### src/rtl/fwa_cfg.svh
`ifndef FWA_CFG_SVH
`define FWA_CFG_SVH

// Register byte addresses on the APB slave.
`define FWA_A_OPER 8'h00
`define FWA_A_CLEAR 8'h04
`define FWA_A_STATUS 8'h08
`define FWA_A_MASK1 8'h0c
`define FWA_A_MASK2 8'h10
`define FWA_A_ACTL 8'h14
`define FWA_A_MON 8'h18
`define FWA_A_LIM0 8'h1c
`define FWA_A_OWN 8'h38
`define FWA_A_RD0 8'h3c

// Counts of indexed registers.
`define FWA_LIM_N 4'd7
`define FWA_RD_N 4'd5

// Reset values.
`define FWA_OPER_RST 8'h80
`define FWA_MON_RST 4'hf
`define FWA_OWN_RST 7'h2a
`define FWA_LIM_RST {16'h7fff, 16'h0fff, 16'h0fff, 16'h0000, 16'h0fff, 16'h0000, 16'h0fff}

// Field positions.
`define FWA_ON_BIT 7
`define FWA_ST_W 15
`define FWA_FLT_N 5
`define FWA_ST_CML 5
`define FWA_ST_BRK 6
`define FWA_ST_IOC 7
`define FWA_ST_VINUV 8
`define FWA_ST_VINOV 9
`define FWA_ST_VOUV 10
`define FWA_ST_VOOV 11
`define FWA_ST_POP 12
`define FWA_ST_OT 13
`define FWA_ST_HYS 14

// Alert response address 0x0c followed by the read bit.
`define FWA_ARA_BYTE 8'h19

`endif

### src/rtl/fwa_pkg.sv
`default_nettype none

`include "fwa_cfg.svh"

package fwa_pkg;

  typedef enum logic [2:0] {ARA_IDLE, ARA_ADDR, ARA_ACK, ARA_TX, ARA_NACK} fwa_ara_e;

  typedef logic [`FWA_ST_W-1:0] fwa_status_t;

endpackage

`default_nettype wire

### src/rtl/fwa_ara_if.sv
`timescale 1ns/1ps
`default_nettype none

interface fwa_ara_if;
  logic scl_s;
  logic sda_s;
  logic pending;
  logic [6:0] own_addr;
  logic won;
  logic sda_oe;

  modport top (output scl_s, output sda_s, output pending, output own_addr,
               input won, input sda_oe);
  modport ara (input scl_s, input sda_s, input pending, input own_addr,
               output won, output sda_oe);
endinterface

`default_nettype wire

### src/rtl/fwa_sync.sv
`timescale 1ns/1ps
`default_nettype none

module fwa_sync #(
  parameter int W = 9
) (
  input wire logic clk,
  input wire logic srst,
  input wire logic [W-1:0] d,
  output logic [W-1:0] q
);

  logic [W-1:0] meta_q;

  always_ff @(posedge clk)
  begin
    if (srst)
    begin
      meta_q <= '0;
      q <= '0;
    end
    else
    begin
      meta_q <= d;
      q <= meta_q;
    end
  end

endmodule

`default_nettype wire

### src/rtl/fwa_ara.sv
`timescale 1ns/1ps
`default_nettype none

module fwa_ara
  import fwa_pkg::*;
(
  input wire logic clk,
  input wire logic srst,
  fwa_ara_if.ara bus
);

  fwa_ara_e st_q;
  logic [3:0] cnt_q;
  logic [6:0] sh_q;
  logic oe_q;
  logic scl_q;
  logic sda_q;
  logic won_q;

  wire scl_rise = bus.scl_s & ~scl_q;
  wire scl_fall = ~bus.scl_s & scl_q;
  wire start_c = scl_q & bus.scl_s & sda_q & ~bus.sda_s;
  wire stop_c = scl_q & bus.scl_s & ~sda_q & bus.sda_s;
  wire [7:0] tx_byte = {bus.own_addr, 1'b1};
  wire [2:0] tx_idx = 3'(4'd7 - cnt_q);
  wire [7:0] rx_byte = {sh_q, bus.sda_s};
  wire lost = scl_rise & ~oe_q & ~bus.sda_s;

  assign bus.won = won_q;
  assign bus.sda_oe = oe_q;

  always_ff @(posedge clk)
  begin
    if (srst)
    begin
      scl_q <= 1'b1;
      sda_q <= 1'b1;
    end
    else
    begin
      scl_q <= bus.scl_s;
      sda_q <= bus.sda_s;
    end
  end

  // Answers a read of the alert response address with the own address.
  always_ff @(posedge clk)
  begin
    won_q <= 1'b0;
    if (srst)
    begin
      st_q <= ARA_IDLE;
      cnt_q <= 4'h0;
      sh_q <= 7'h00;
      oe_q <= 1'b0;
    end
    else if (stop_c)
    begin
      st_q <= ARA_IDLE;
      oe_q <= 1'b0;
    end
    else if (start_c)
    begin
      st_q <= ARA_ADDR;
      cnt_q <= 4'h0;
      oe_q <= 1'b0;
    end
    else
    begin
      case (st_q)
        ARA_ADDR:
          if (scl_rise)
          begin
            sh_q <= rx_byte[6:0];
            cnt_q <= cnt_q + 4'h1;
            if (cnt_q == 4'h7)
              st_q <= (rx_byte == `FWA_ARA_BYTE && bus.pending) ? ARA_ACK : ARA_IDLE;
          end
        ARA_ACK:
          if (scl_fall)
          begin
            if (!oe_q)
              oe_q <= 1'b1;
            else
            begin
              oe_q <= ~tx_byte[7];
              cnt_q <= 4'h0;
              st_q <= ARA_TX;
            end
          end
        ARA_TX:
          if (lost)
            st_q <= ARA_IDLE;
          else if (scl_rise)
            cnt_q <= cnt_q + 4'h1;
          else if (scl_fall)
          begin
            if (cnt_q == 4'h8)
            begin
              oe_q <= 1'b0;
              st_q <= ARA_NACK;
            end
            else
              oe_q <= ~tx_byte[tx_idx];
          end
        ARA_NACK:
          if (scl_rise)
          begin
            won_q <= 1'b1;
            st_q <= ARA_IDLE;
          end
        default:
          st_q <= ARA_IDLE;
      endcase
    end
  end

endmodule

`default_nettype wire

### src/rtl/fwa_top.sv
`timescale 1ns/1ps
`default_nettype none

`include "fwa_cfg.svh"

// Operation
// - Fault detection runs always; no register can mask it.
// - Any fault turns the hot swap output off.
// - Each fault sets its matching status bit.
// - Status bit value one means fault or warning present.
// - Status bits latch once set until explicitly cleared.
// - Clear-faults or off-then-on clears bits whose condition has ceased.
// - Warnings only set status bits, never change hot swap state.
// - Warnings: comm error, breaker trip, monitor limits, hysteretic output.
// - After reset both alert outputs float, with all alert enables off.
// - Each alert output has its own fault and warning enable mask.
// - Alert outputs are active low unless inverted per output.
// - Output undervoltage warning needs output voltage sampling enabled.
// - Alerts assert independently but always deassert together; a bit rising in the release cycle keeps asserted any alert that enables it.
// - Clear-faults clears status and deasserts both alerts; a bit rising in the clear cycle keeps asserted any alert that enables it.
// - A persisting fault stays set but does not reassert alerts.
// - A persisting monitor warning alerts again on next sample after clear.
// - While alerting, answer the response read with own 7-bit address.
// - Bitwise arbitration; lowest address wins and only it releases alert.
// - Current readings are raw 12-bit codes, 2048 means zero.
// - Voltage readings are raw 12-bit codes of 5.104 mV steps.
// - Winner releases its alert during the not-acknowledge bit.
// - Released alert reasserts only on a new enabled zero-to-one status bit.
module fwa_top
  import fwa_pkg::*;
(
  input wire logic clk,
  input wire logic srst,
  input wire logic psel,
  input wire logic penable,
  input wire logic pwrite,
  input wire logic [7:0] paddr,
  input wire logic [31:0] pwdata,
  output logic [31:0] prdata,
  output logic pready,
  output logic pslverr,
  input wire logic [`FWA_FLT_N-1:0] fault_pin,
  input wire logic breaker_trip_flag,
  input wire logic hyst_warn_pin,
  input wire logic mon_sample,
  input wire logic [11:0] input_voltage_reading,
  input wire logic [11:0] output_voltage_reading,
  input wire logic [11:0] load_current_reading,
  input wire logic [11:0] mon_temp_reading,
  input wire logic [15:0] mon_power_reading,
  input wire logic smb_scl,
  input wire logic smb_sda_in,
  output logic smb_sda_out,
  output logic smb_sda_oe,
  output logic first_alert_output_out,
  output logic first_alert_output_oe,
  output logic second_alert_output_out,
  output logic second_alert_output_oe,
  output logic hs_gate_on
);

  ////////////////////////////////////////////////////////////////////////////
  // Pin synchronisers and the alert response responder.

  logic [8:0] pin_s;

  fwa_sync #(.W(9)) fwa_sync_inst (
    .clk(clk),
    .srst(srst),
    .d({smb_sda_in, smb_scl, hyst_warn_pin, breaker_trip_flag, fault_pin}),
    .q(pin_s)
  );

  fwa_ara_if ara_if ();

  fwa_ara fwa_ara_inst (
    .clk(clk),
    .srst(srst),
    .bus(ara_if.ara)
  );

  wire [`FWA_FLT_N-1:0] fault_live = pin_s[4:0];
  wire brk_live = pin_s[5];
  wire hys_live = pin_s[6];

  ////////////////////////////////////////////////////////////////////////////
  // Register state.

  logic on_q;
  fwa_status_t status_q;
  fwa_status_t status_d;
  fwa_status_t mask1_q;
  fwa_status_t mask2_q;
  logic [1:0] inv_q;
  logic [3:0] mon_q;
  logic [6:0] own_q;
  logic [15:0] lim_q [0:6];
  logic [15:0] rd_q [0:4];
  logic [1:0] alert_q;
  logic [1:0] alert_d;
  logic [31:0] prdata_q;
  logic err_q;
  logic hs_q;

  ////////////////////////////////////////////////////////////////////////////
  // APB decode.

  function automatic logic in_rng(input logic [7:0] a, input logic [7:0] base,
                                  input logic [3:0] n);
    logic [7:0] off;
    off = a - base;
    in_rng = (a[1:0] == 2'b00) && (a >= base) && (off[7:2] < {2'b00, n});
  endfunction

  wire setup = psel & ~penable;
  wire access = psel & penable;
  wire hit_oper = paddr == `FWA_A_OPER;
  wire hit_clear = paddr == `FWA_A_CLEAR;
  wire hit_status = paddr == `FWA_A_STATUS;
  wire hit_mask1 = paddr == `FWA_A_MASK1;
  wire hit_mask2 = paddr == `FWA_A_MASK2;
  wire hit_actl = paddr == `FWA_A_ACTL;
  wire hit_mon = paddr == `FWA_A_MON;
  wire hit_own = paddr == `FWA_A_OWN;
  wire hit_lim = in_rng(paddr, `FWA_A_LIM0, `FWA_LIM_N);
  wire hit_rd = in_rng(paddr, `FWA_A_RD0, `FWA_RD_N);
  wire [7:0] lim_off = paddr - `FWA_A_LIM0;
  wire [7:0] rd_off = paddr - `FWA_A_RD0;
  wire [2:0] lim_idx = lim_off[4:2];
  wire [2:0] rd_idx = rd_off[4:2];
  wire wr_ok = hit_oper | hit_clear | hit_mask1 | hit_mask2 | hit_actl | hit_mon
             | hit_own | hit_lim;
  wire rd_ok = hit_oper | hit_status | hit_mask1 | hit_mask2 | hit_actl | hit_mon
             | hit_own | hit_lim | hit_rd;
  wire bad = pwrite ? ~wr_ok : ~rd_ok;
  wire wr = access & pwrite & ~err_q;
  wire cml_ev = access & err_q;

  wire [31:0] rdata =
      hit_oper ? {24'h0, on_q, 7'h00} :
      hit_status ? {17'h0, status_q} :
      hit_mask1 ? {17'h0, mask1_q} :
      hit_mask2 ? {17'h0, mask2_q} :
      hit_actl ? {22'h0, alert_q, 6'h00, inv_q} :
      hit_mon ? {28'h0, mon_q} :
      hit_own ? {25'h0, own_q} :
      hit_lim ? {16'h0, lim_q[lim_idx]} :
      hit_rd ? {16'h0, rd_q[rd_idx]} : 32'h0;

  assign pready = access;
  assign pslverr = access & err_q;
  assign prdata = prdata_q;

  always_ff @(posedge clk)
  begin
    if (srst)
    begin
      prdata_q <= 32'h0;
      err_q <= 1'b0;
    end
    else if (setup)
    begin
      prdata_q <= pwrite ? 32'h0 : rdata;
      err_q <= bad;
    end
  end

  ////////////////////////////////////////////////////////////////////////////
  // Control registers; every alert enable is off after reset.

  wire on_wr = wr & hit_oper;
  wire on_rise = on_wr & pwdata[`FWA_ON_BIT] & ~on_q;
  wire clr = (wr & hit_clear) | on_rise;

  always_ff @(posedge clk)
  begin
    if (srst)
    begin
      on_q <= 1'(`FWA_OPER_RST >> `FWA_ON_BIT);
      mask1_q <= '0;
      mask2_q <= '0;
      inv_q <= 2'b00;
      mon_q <= `FWA_MON_RST;
      own_q <= `FWA_OWN_RST;
    end
    else
    begin
      if (on_wr)
        on_q <= pwdata[`FWA_ON_BIT];
      if (wr & hit_mask1)
        mask1_q <= pwdata[`FWA_ST_W-1:0];
      if (wr & hit_mask2)
        mask2_q <= pwdata[`FWA_ST_W-1:0];
      if (wr & hit_actl)
        inv_q <= pwdata[1:0];
      if (wr & hit_mon)
        mon_q <= pwdata[3:0];
      if (wr & hit_own)
        own_q <= pwdata[6:0];
    end
  end

  localparam logic [111:0] LIM_RST = `FWA_LIM_RST;

  genvar gi;
  generate
    for (gi = 0; gi < 7; gi++)
    begin : g_lim
      always_ff @(posedge clk)
      begin
        if (srst)
          lim_q[gi] <= LIM_RST[gi*16 +: 16];
        else if (wr & hit_lim & (lim_idx == 3'(gi)))
          lim_q[gi] <= pwdata[15:0];
      end
    end
  endgenerate

  ////////////////////////////////////////////////////////////////////////////
  // Monitor samples and limit comparisons, all strict.

  wire s_vin = mon_sample & mon_q[0];
  wire s_vout = mon_sample & mon_q[1];
  wire s_iout = mon_sample & mon_q[2];
  wire s_temp = mon_sample & mon_q[3];
  wire s_pow = mon_sample & mon_q[0] & mon_q[2];
  wire [15:0] vin_w = {4'h0, input_voltage_reading};
  wire [15:0] vout_w = {4'h0, output_voltage_reading};
  wire [15:0] iout_w = {4'h0, load_current_reading};
  wire [15:0] temp_w = {4'h0, mon_temp_reading};

  wire w_vinov = s_vin & (vin_w > lim_q[0]);
  wire w_vinuv = s_vin & (vin_w < lim_q[1]);
  wire w_voov = s_vout & (vout_w > lim_q[2]);
  wire w_vouv = s_vout & (vout_w < lim_q[3]);
  wire w_ioc = s_iout & (iout_w > lim_q[4]);
  wire w_ot = s_temp & (temp_w > lim_q[5]);
  wire w_pop = s_pow & (mon_power_reading > lim_q[6]);

  // Readings keep the raw converter codes.
  always_ff @(posedge clk)
  begin
    if (srst)
    begin
      for (int i = 0; i < 5; i++)
        rd_q[i] <= 16'h0000;
    end
    else
    begin
      if (s_vin)
        rd_q[0] <= vin_w;
      if (s_vout)
        rd_q[1] <= vout_w;
      if (s_iout)
        rd_q[2] <= iout_w;
      if (s_temp)
        rd_q[3] <= temp_w;
      if (s_pow)
        rd_q[4] <= mon_power_reading;
    end
  end

  ////////////////////////////////////////////////////////////////////////////
  // Status latching.

  fwa_status_t set_now;

  always_comb
  begin
    set_now = '0;
    set_now[`FWA_FLT_N-1:0] = fault_live;
    set_now[`FWA_ST_CML] = cml_ev;
    set_now[`FWA_ST_BRK] = brk_live;
    set_now[`FWA_ST_IOC] = w_ioc;
    set_now[`FWA_ST_VINUV] = w_vinuv;
    set_now[`FWA_ST_VINOV] = w_vinov;
    set_now[`FWA_ST_VOUV] = w_vouv;
    set_now[`FWA_ST_VOOV] = w_voov;
    set_now[`FWA_ST_POP] = w_pop;
    set_now[`FWA_ST_OT] = w_ot;
    set_now[`FWA_ST_HYS] = hys_live;
  end

  // A clear keeps only conditions still present; a set in that cycle wins.
  assign status_d = clr ? set_now : (status_q | set_now);

  always_ff @(posedge clk)
  begin
    if (srst)
      status_q <= '0;
    else
      status_q <= status_d;
  end

  ////////////////////////////////////////////////////////////////////////////
  // Alert outputs.

  wire [`FWA_ST_W-1:0] rising = set_now & ~status_q;
  wire new1 = |(rising & mask1_q);
  wire new2 = |(rising & mask2_q);
  wire release_all = clr | ara_if.won;

  assign alert_d[0] = (alert_q[0] & ~release_all) | new1;
  assign alert_d[1] = (alert_q[1] & ~release_all) | new2;

  always_ff @(posedge clk)
  begin
    if (srst)
      alert_q <= 2'b00;
    else
      alert_q <= alert_d;
  end

  // Open drain: the pin is driven low whenever the level must be low.
  assign first_alert_output_out = 1'b0;
  assign second_alert_output_out = 1'b0;
  assign first_alert_output_oe = alert_q[0] ^ inv_q[0];
  assign second_alert_output_oe = alert_q[1] ^ inv_q[1];

  ////////////////////////////////////////////////////////////////////////////
  // Alert response link and hot swap gate.

  assign ara_if.scl_s = pin_s[7];
  assign ara_if.sda_s = pin_s[8];
  assign ara_if.pending = |alert_q;
  assign ara_if.own_addr = own_q;
  assign smb_sda_out = 1'b0;
  assign smb_sda_oe = ara_if.sda_oe;

  // Only the on bit and fault bits gate the output; warnings never reach it.
  always_ff @(posedge clk)
  begin
    if (srst)
      hs_q <= 1'b0;
    else
      hs_q <= on_q & ~|status_q[`FWA_FLT_N-1:0] & ~|fault_live;
  end

  assign hs_gate_on = hs_q;

endmodule

`default_nettype wire

### config.mk
export PLATFORM = sky130hd
export DESIGN_NAME = fwa_top
export DESIGN_NICKNAME = d
export VERILOG_FILES = /design/src/rtl/fwa_pkg.sv /design/src/rtl/fwa_ara_if.sv /design/src/rtl/fwa_sync.sv /design/src/rtl/fwa_ara.sv /design/src/rtl/fwa_top.sv
export VERILOG_INCLUDE_DIRS = /design/src /design/src/rtl
export SDC_FILE = /design/constraint.sdc
export NUM_CORES = 1
export LEC_CHECK = 0
export BUFFER_PORTS_ARGS = -buffer_cell sky130_fd_sc_hd__buf_2
export CAP_MARGIN = 20
export CELL_PAD_IN_SITES_DETAIL_PLACEMENT = 0
export CELL_PAD_IN_SITES_GLOBAL_PLACEMENT = 2
export CORE_ASPECT_RATIO = 2
export CORE_MARGIN = 2
export CORE_UTILIZATION = 35
export DETAILED_ROUTE_END_ITERATION = 8
export PLACE_DENSITY = 0.82
export SETUP_SLACK_MARGIN = 0.15
export SLEW_MARGIN = 40
export SYNTH_ARGS = -nofsm -noshare
export SYNTH_HDL_FRONTEND = slang
export SYNTH_SLANG_ARGS = --single-unit
### constraint.sdc
create_clock -name clk -period 3.5 [get_ports clk]
set_input_delay 0.525 -clock clk [delete_from_list [all_inputs] [get_ports clk]]
set_output_delay 0.525 -clock clk [all_outputs]
set_load 0.005 [all_outputs]
==> summary.md <==
| Metric | Value |
|---|---|
| CTS tree | `done` |
| Clk Latency, worst-skew pair | `590 ps` |
| Routing usage on met1 | `0.303` |
| Outcome | `finished clean` |
| Total power | `7.86 mW` |
| Worst Tran Pin Value | `780 ps` |
| Die area | `46800 sq um` |
| Met3 Use GR | `0.0229` |
| Sequential share of power | `0.483` |
| #FFs+latches synth | `291` |
| Clk_skew | `25.7 ps` |
| Clk pwr share | `0.413` |
| Num CTS Buffers | `28` |
| Tcrit/Tclk final | `0.806` |
| Synth Area per Inst | `10.6 sq um` |
| Psw | `1.99 mW` |
| Gr busiest metal | `met2` |
| Row count | `110` |
| Pin count of the biggest net entering global routing | `102` |
| Setup TNS | `0 ps` |
| Crit path DAT | `3250 ps` |
| Starting density of the core | `0.352` |
| Final instance area | `18100 sq um` |
| Mapped Cells | `1487` |
| Slew margin rel. | `0.479` |
| Post-Place Setup Slack | `244 ps` |
| DP Area | `17100 sq um` |
| IO buf count | `124` |
| # setup viols final | `0` |
| Detailed Place HPWL | `39400 um` |
| Fill cell count | `4328` |
| Layout cells sized above 1 | `0.185` |
| Num Clock Sinks | `291` |
| Reg2Reg Setup Slack | `680 ps` |
| Cts-stage hold buffer count | `0` |
| Grt total ovfl | `0` |
| Top-level port count | `160` |
| Slowest cell on crit path | `or4b_2` |
| Pleak | `7.62 nW` |
| Synthesized area | `15700 sq um` |
| Asr flop ratio synth | `0` |
| Sequential area share after synthesis | `0.482` |
| Vias per cell | `5.48` |
| DR DRC count | `0` |
| Fmax | `0.355 GHz` |
| Crit. End Element | `register` |
| Crit Path Max Fanout | `3` |
| Initial DRC Count | `983` |
| Peak VDD IR | `0.374 mV` |
| Max Slew Vio Count | `0` |
| Hold Path Origin | `hyst_warn_pin` |
| Worst path max stage delay | `660 ps` |
| Setup CP Type | `register to register` |
| FF-to-FF Start | `lim_q[6][15]` |
| Drt total wl | `52400 um` |
| MaxCap Viol Count | `0` |
| Crit path time final | `2820 ps` |
| Gate power share | `0.104` |
| Pwr/cell area | `434 nW/um^2` |
| Hold/Removal Path Class | `primary input to register` |
| Vias in the first global route | `11700` |
| DR vias | `12000` |
| Critical Path Source | `lim_q[6][15]` |
| Unrepaired setup endpoints after global routing | `no` |
| Worst-path cell chain | `inv_1, ha_1, nand4_1, nor3_1, a21boi_0, or4b_2, and4b_1, a2111oi_0, a31oi_1` |
| Nets | `1820` |
| Synth-to-layout area growth | `14.9%` |
| Clock Path Buffers | `3` |
| Ys flop type | `edfxtp_1` |
| Clock root cell | `clkbuf_16` |
| Number of flops mapped to enable cells by yosys | `176` |
| Startpoint types | `register` |
| Setup WS post-layout | `680 ps` |
| # resized after CTS | `0` |
| Drt pass-1 iters | `5` |
| Switching share of total power | `0.253` |
| Final GP Congestion | `0.879` |
| GR Util met2 | `0.359` |
| First-pass GRT wire length | `76700 um` |
| Post-route antenna net violation count | `0` |
| Global Route Usage Sum | `0.222` |
| Die width | `154 um` |
| Clk pin slew, worst setup/hold paths | `70 ps` |
| Final hold viol count | `0` |
| Post-CTS Setup Bufs | `0` |
| Initial antenna violation count | `2` |
| Wirelength per Cell | `23.9 um` |
| Synth unique cells | `73` |
| Non-filler instance count after layout | `2190` |
| Synth Warn # | `0` |
| Core Region | `44700 sq um` |
| Worst Path Required | `3930 ps` |
| Htree depth | `1` |
| Internal | `5.86 mW` |
| Die H | `304 um` |
| Cells after DPL | `2138` |
| Antenna cell count | `0` |
through the flow:
step           hold slack, ps  utilization
6_report                  169        0.405
3_5_place_dp              428        0.383
3_3_place_gp              422        0.382
5_1_grt                   164        0.405
4_1_cts                   151        0.405
2_1_floorplan             414            -
state kept, by name (all words and copies together), names as in the netlist, 9 cells and up:
signal,cells
lim_q,112
rd_q,64
prdata,16
mask1_q,15
mask2_q,15
status_q,15
fwa_sync_inst.meta_q,9
fwa_sync_inst.q,9
cells by family (layout without fill, tap and decap cells):
| logic type | after synthesis | count (layout) | synth area share |
|---|---|---|---|
| fa+ha+maj | 93 | 93 | 0.0739 |
| other cells | 1 | 19 | 0.000238 |
| flops | 291 | 291 | 0.482 |
| buf+inv | 208 | 333 | 0.0551 |
| xor+xnor | 7 | 7 | 0.00389 |
| compound gates | 267 | 267 | 0.118 |
| mux | 100 | 100 | 0.0866 |
| simple gates | 520 | 520 | 0.180 |
Yosys cell counts (all sizes together), types with 8 or more instances:
master	count	share of area
edfxtp	176	0.34
dfxtp	115	0.15
inv	109	0.026
ha	93	0.074
nand2	93	0.022
nor2	93	0.022
and2	71	0.028
mux2i	71	0.045
or2	65	0.026
clkbuf	63	0.015
a21oi	58	0.018
o21ai	51	0.016
and3	40	0.016
nor2b	39	0.015
buf	36	0.014
mux4	29	0.041
nand3	24	0.0076
a221oi	18	0.010
nand4	17	0.0068
nor4	16	0.0083
nand2b	14	0.0056
nor3	14	0.0045
o211ai	13	0.0062
a211o	12	0.0067
a211oi	12	0.0057
a21o	11	0.0052
o221ai	10	0.0056
o21a	9	0.0043
o22ai	8	0.0032
layout make-up:
class                   instances  area (sq um)  share of cell area
flip-flops and latches        291          7590               0.419
multi-input cells            1006          7390               0.409
repair buffers                172          1030              0.0571
clock buffers                  36           795              0.0439
well taps                     560           701              0.0387
inverters                     109           409              0.0226
clock inverters                16           176             0.00975
cell usage in the layout (no fill, tap or decap), types with 21 or more instances in the layout:
master     count
nor2_1        93
nand3_1       24
clkbuf_16     31
dfxtp_1      115
nand2_1       92
nor2b_1       39
ha_1          93
or2_1         21
mux4_2        29
a21oi_1       58
and2_1        70
or2_2         44
edfxtp_1     176
and3_1        40
inv_1        109
o21ai_0       51
buf_4         45
buf_2        123
mux2i_1       71
power by group through the flow:
stage	registers [mW]	logic [mW]	clock network, mW
CTS	3.79	0.814	3.30
finish	3.79	0.816	3.25
global route	3.80	0.878	3.42
detailed placement	3.87	0.811	0
global placement	3.87	0.806	0
floorplan	3.84	0.458	0
critical path, delay by kind of cell (launching register included):
kind | cells | cell delay, ps
AND/OR/NAND/NOR | 4 | 1240
flip-flops | 1 | 380
AO/OA/AOI/OAI | 3 | 740
adder cells (fa/ha/maj) | 1 | 240
buffers and inverters | 1 | 70
per-layer routing:
| metal | vias up | share of wire |
|---|---|---|
| li1 | 5637 | - |
| met1 | 5840 | 0.43 |
| met2 | 447 | 0.46 |
| met3 | 88 | 0.063 |
| met4 | 0 | 0.044 |
| met5 | - | 0 |
worst paths after layout:
path,cells past startpoint,to
setup / recovery,9,alert_q[1]
hold / removal,2,fwa_sync_inst.meta_q[6]
setup reg to reg,9,alert_q[1]
hold reg to reg,1,fwa_sync_inst.q[8]
Power figures use the tool's default switching activity.
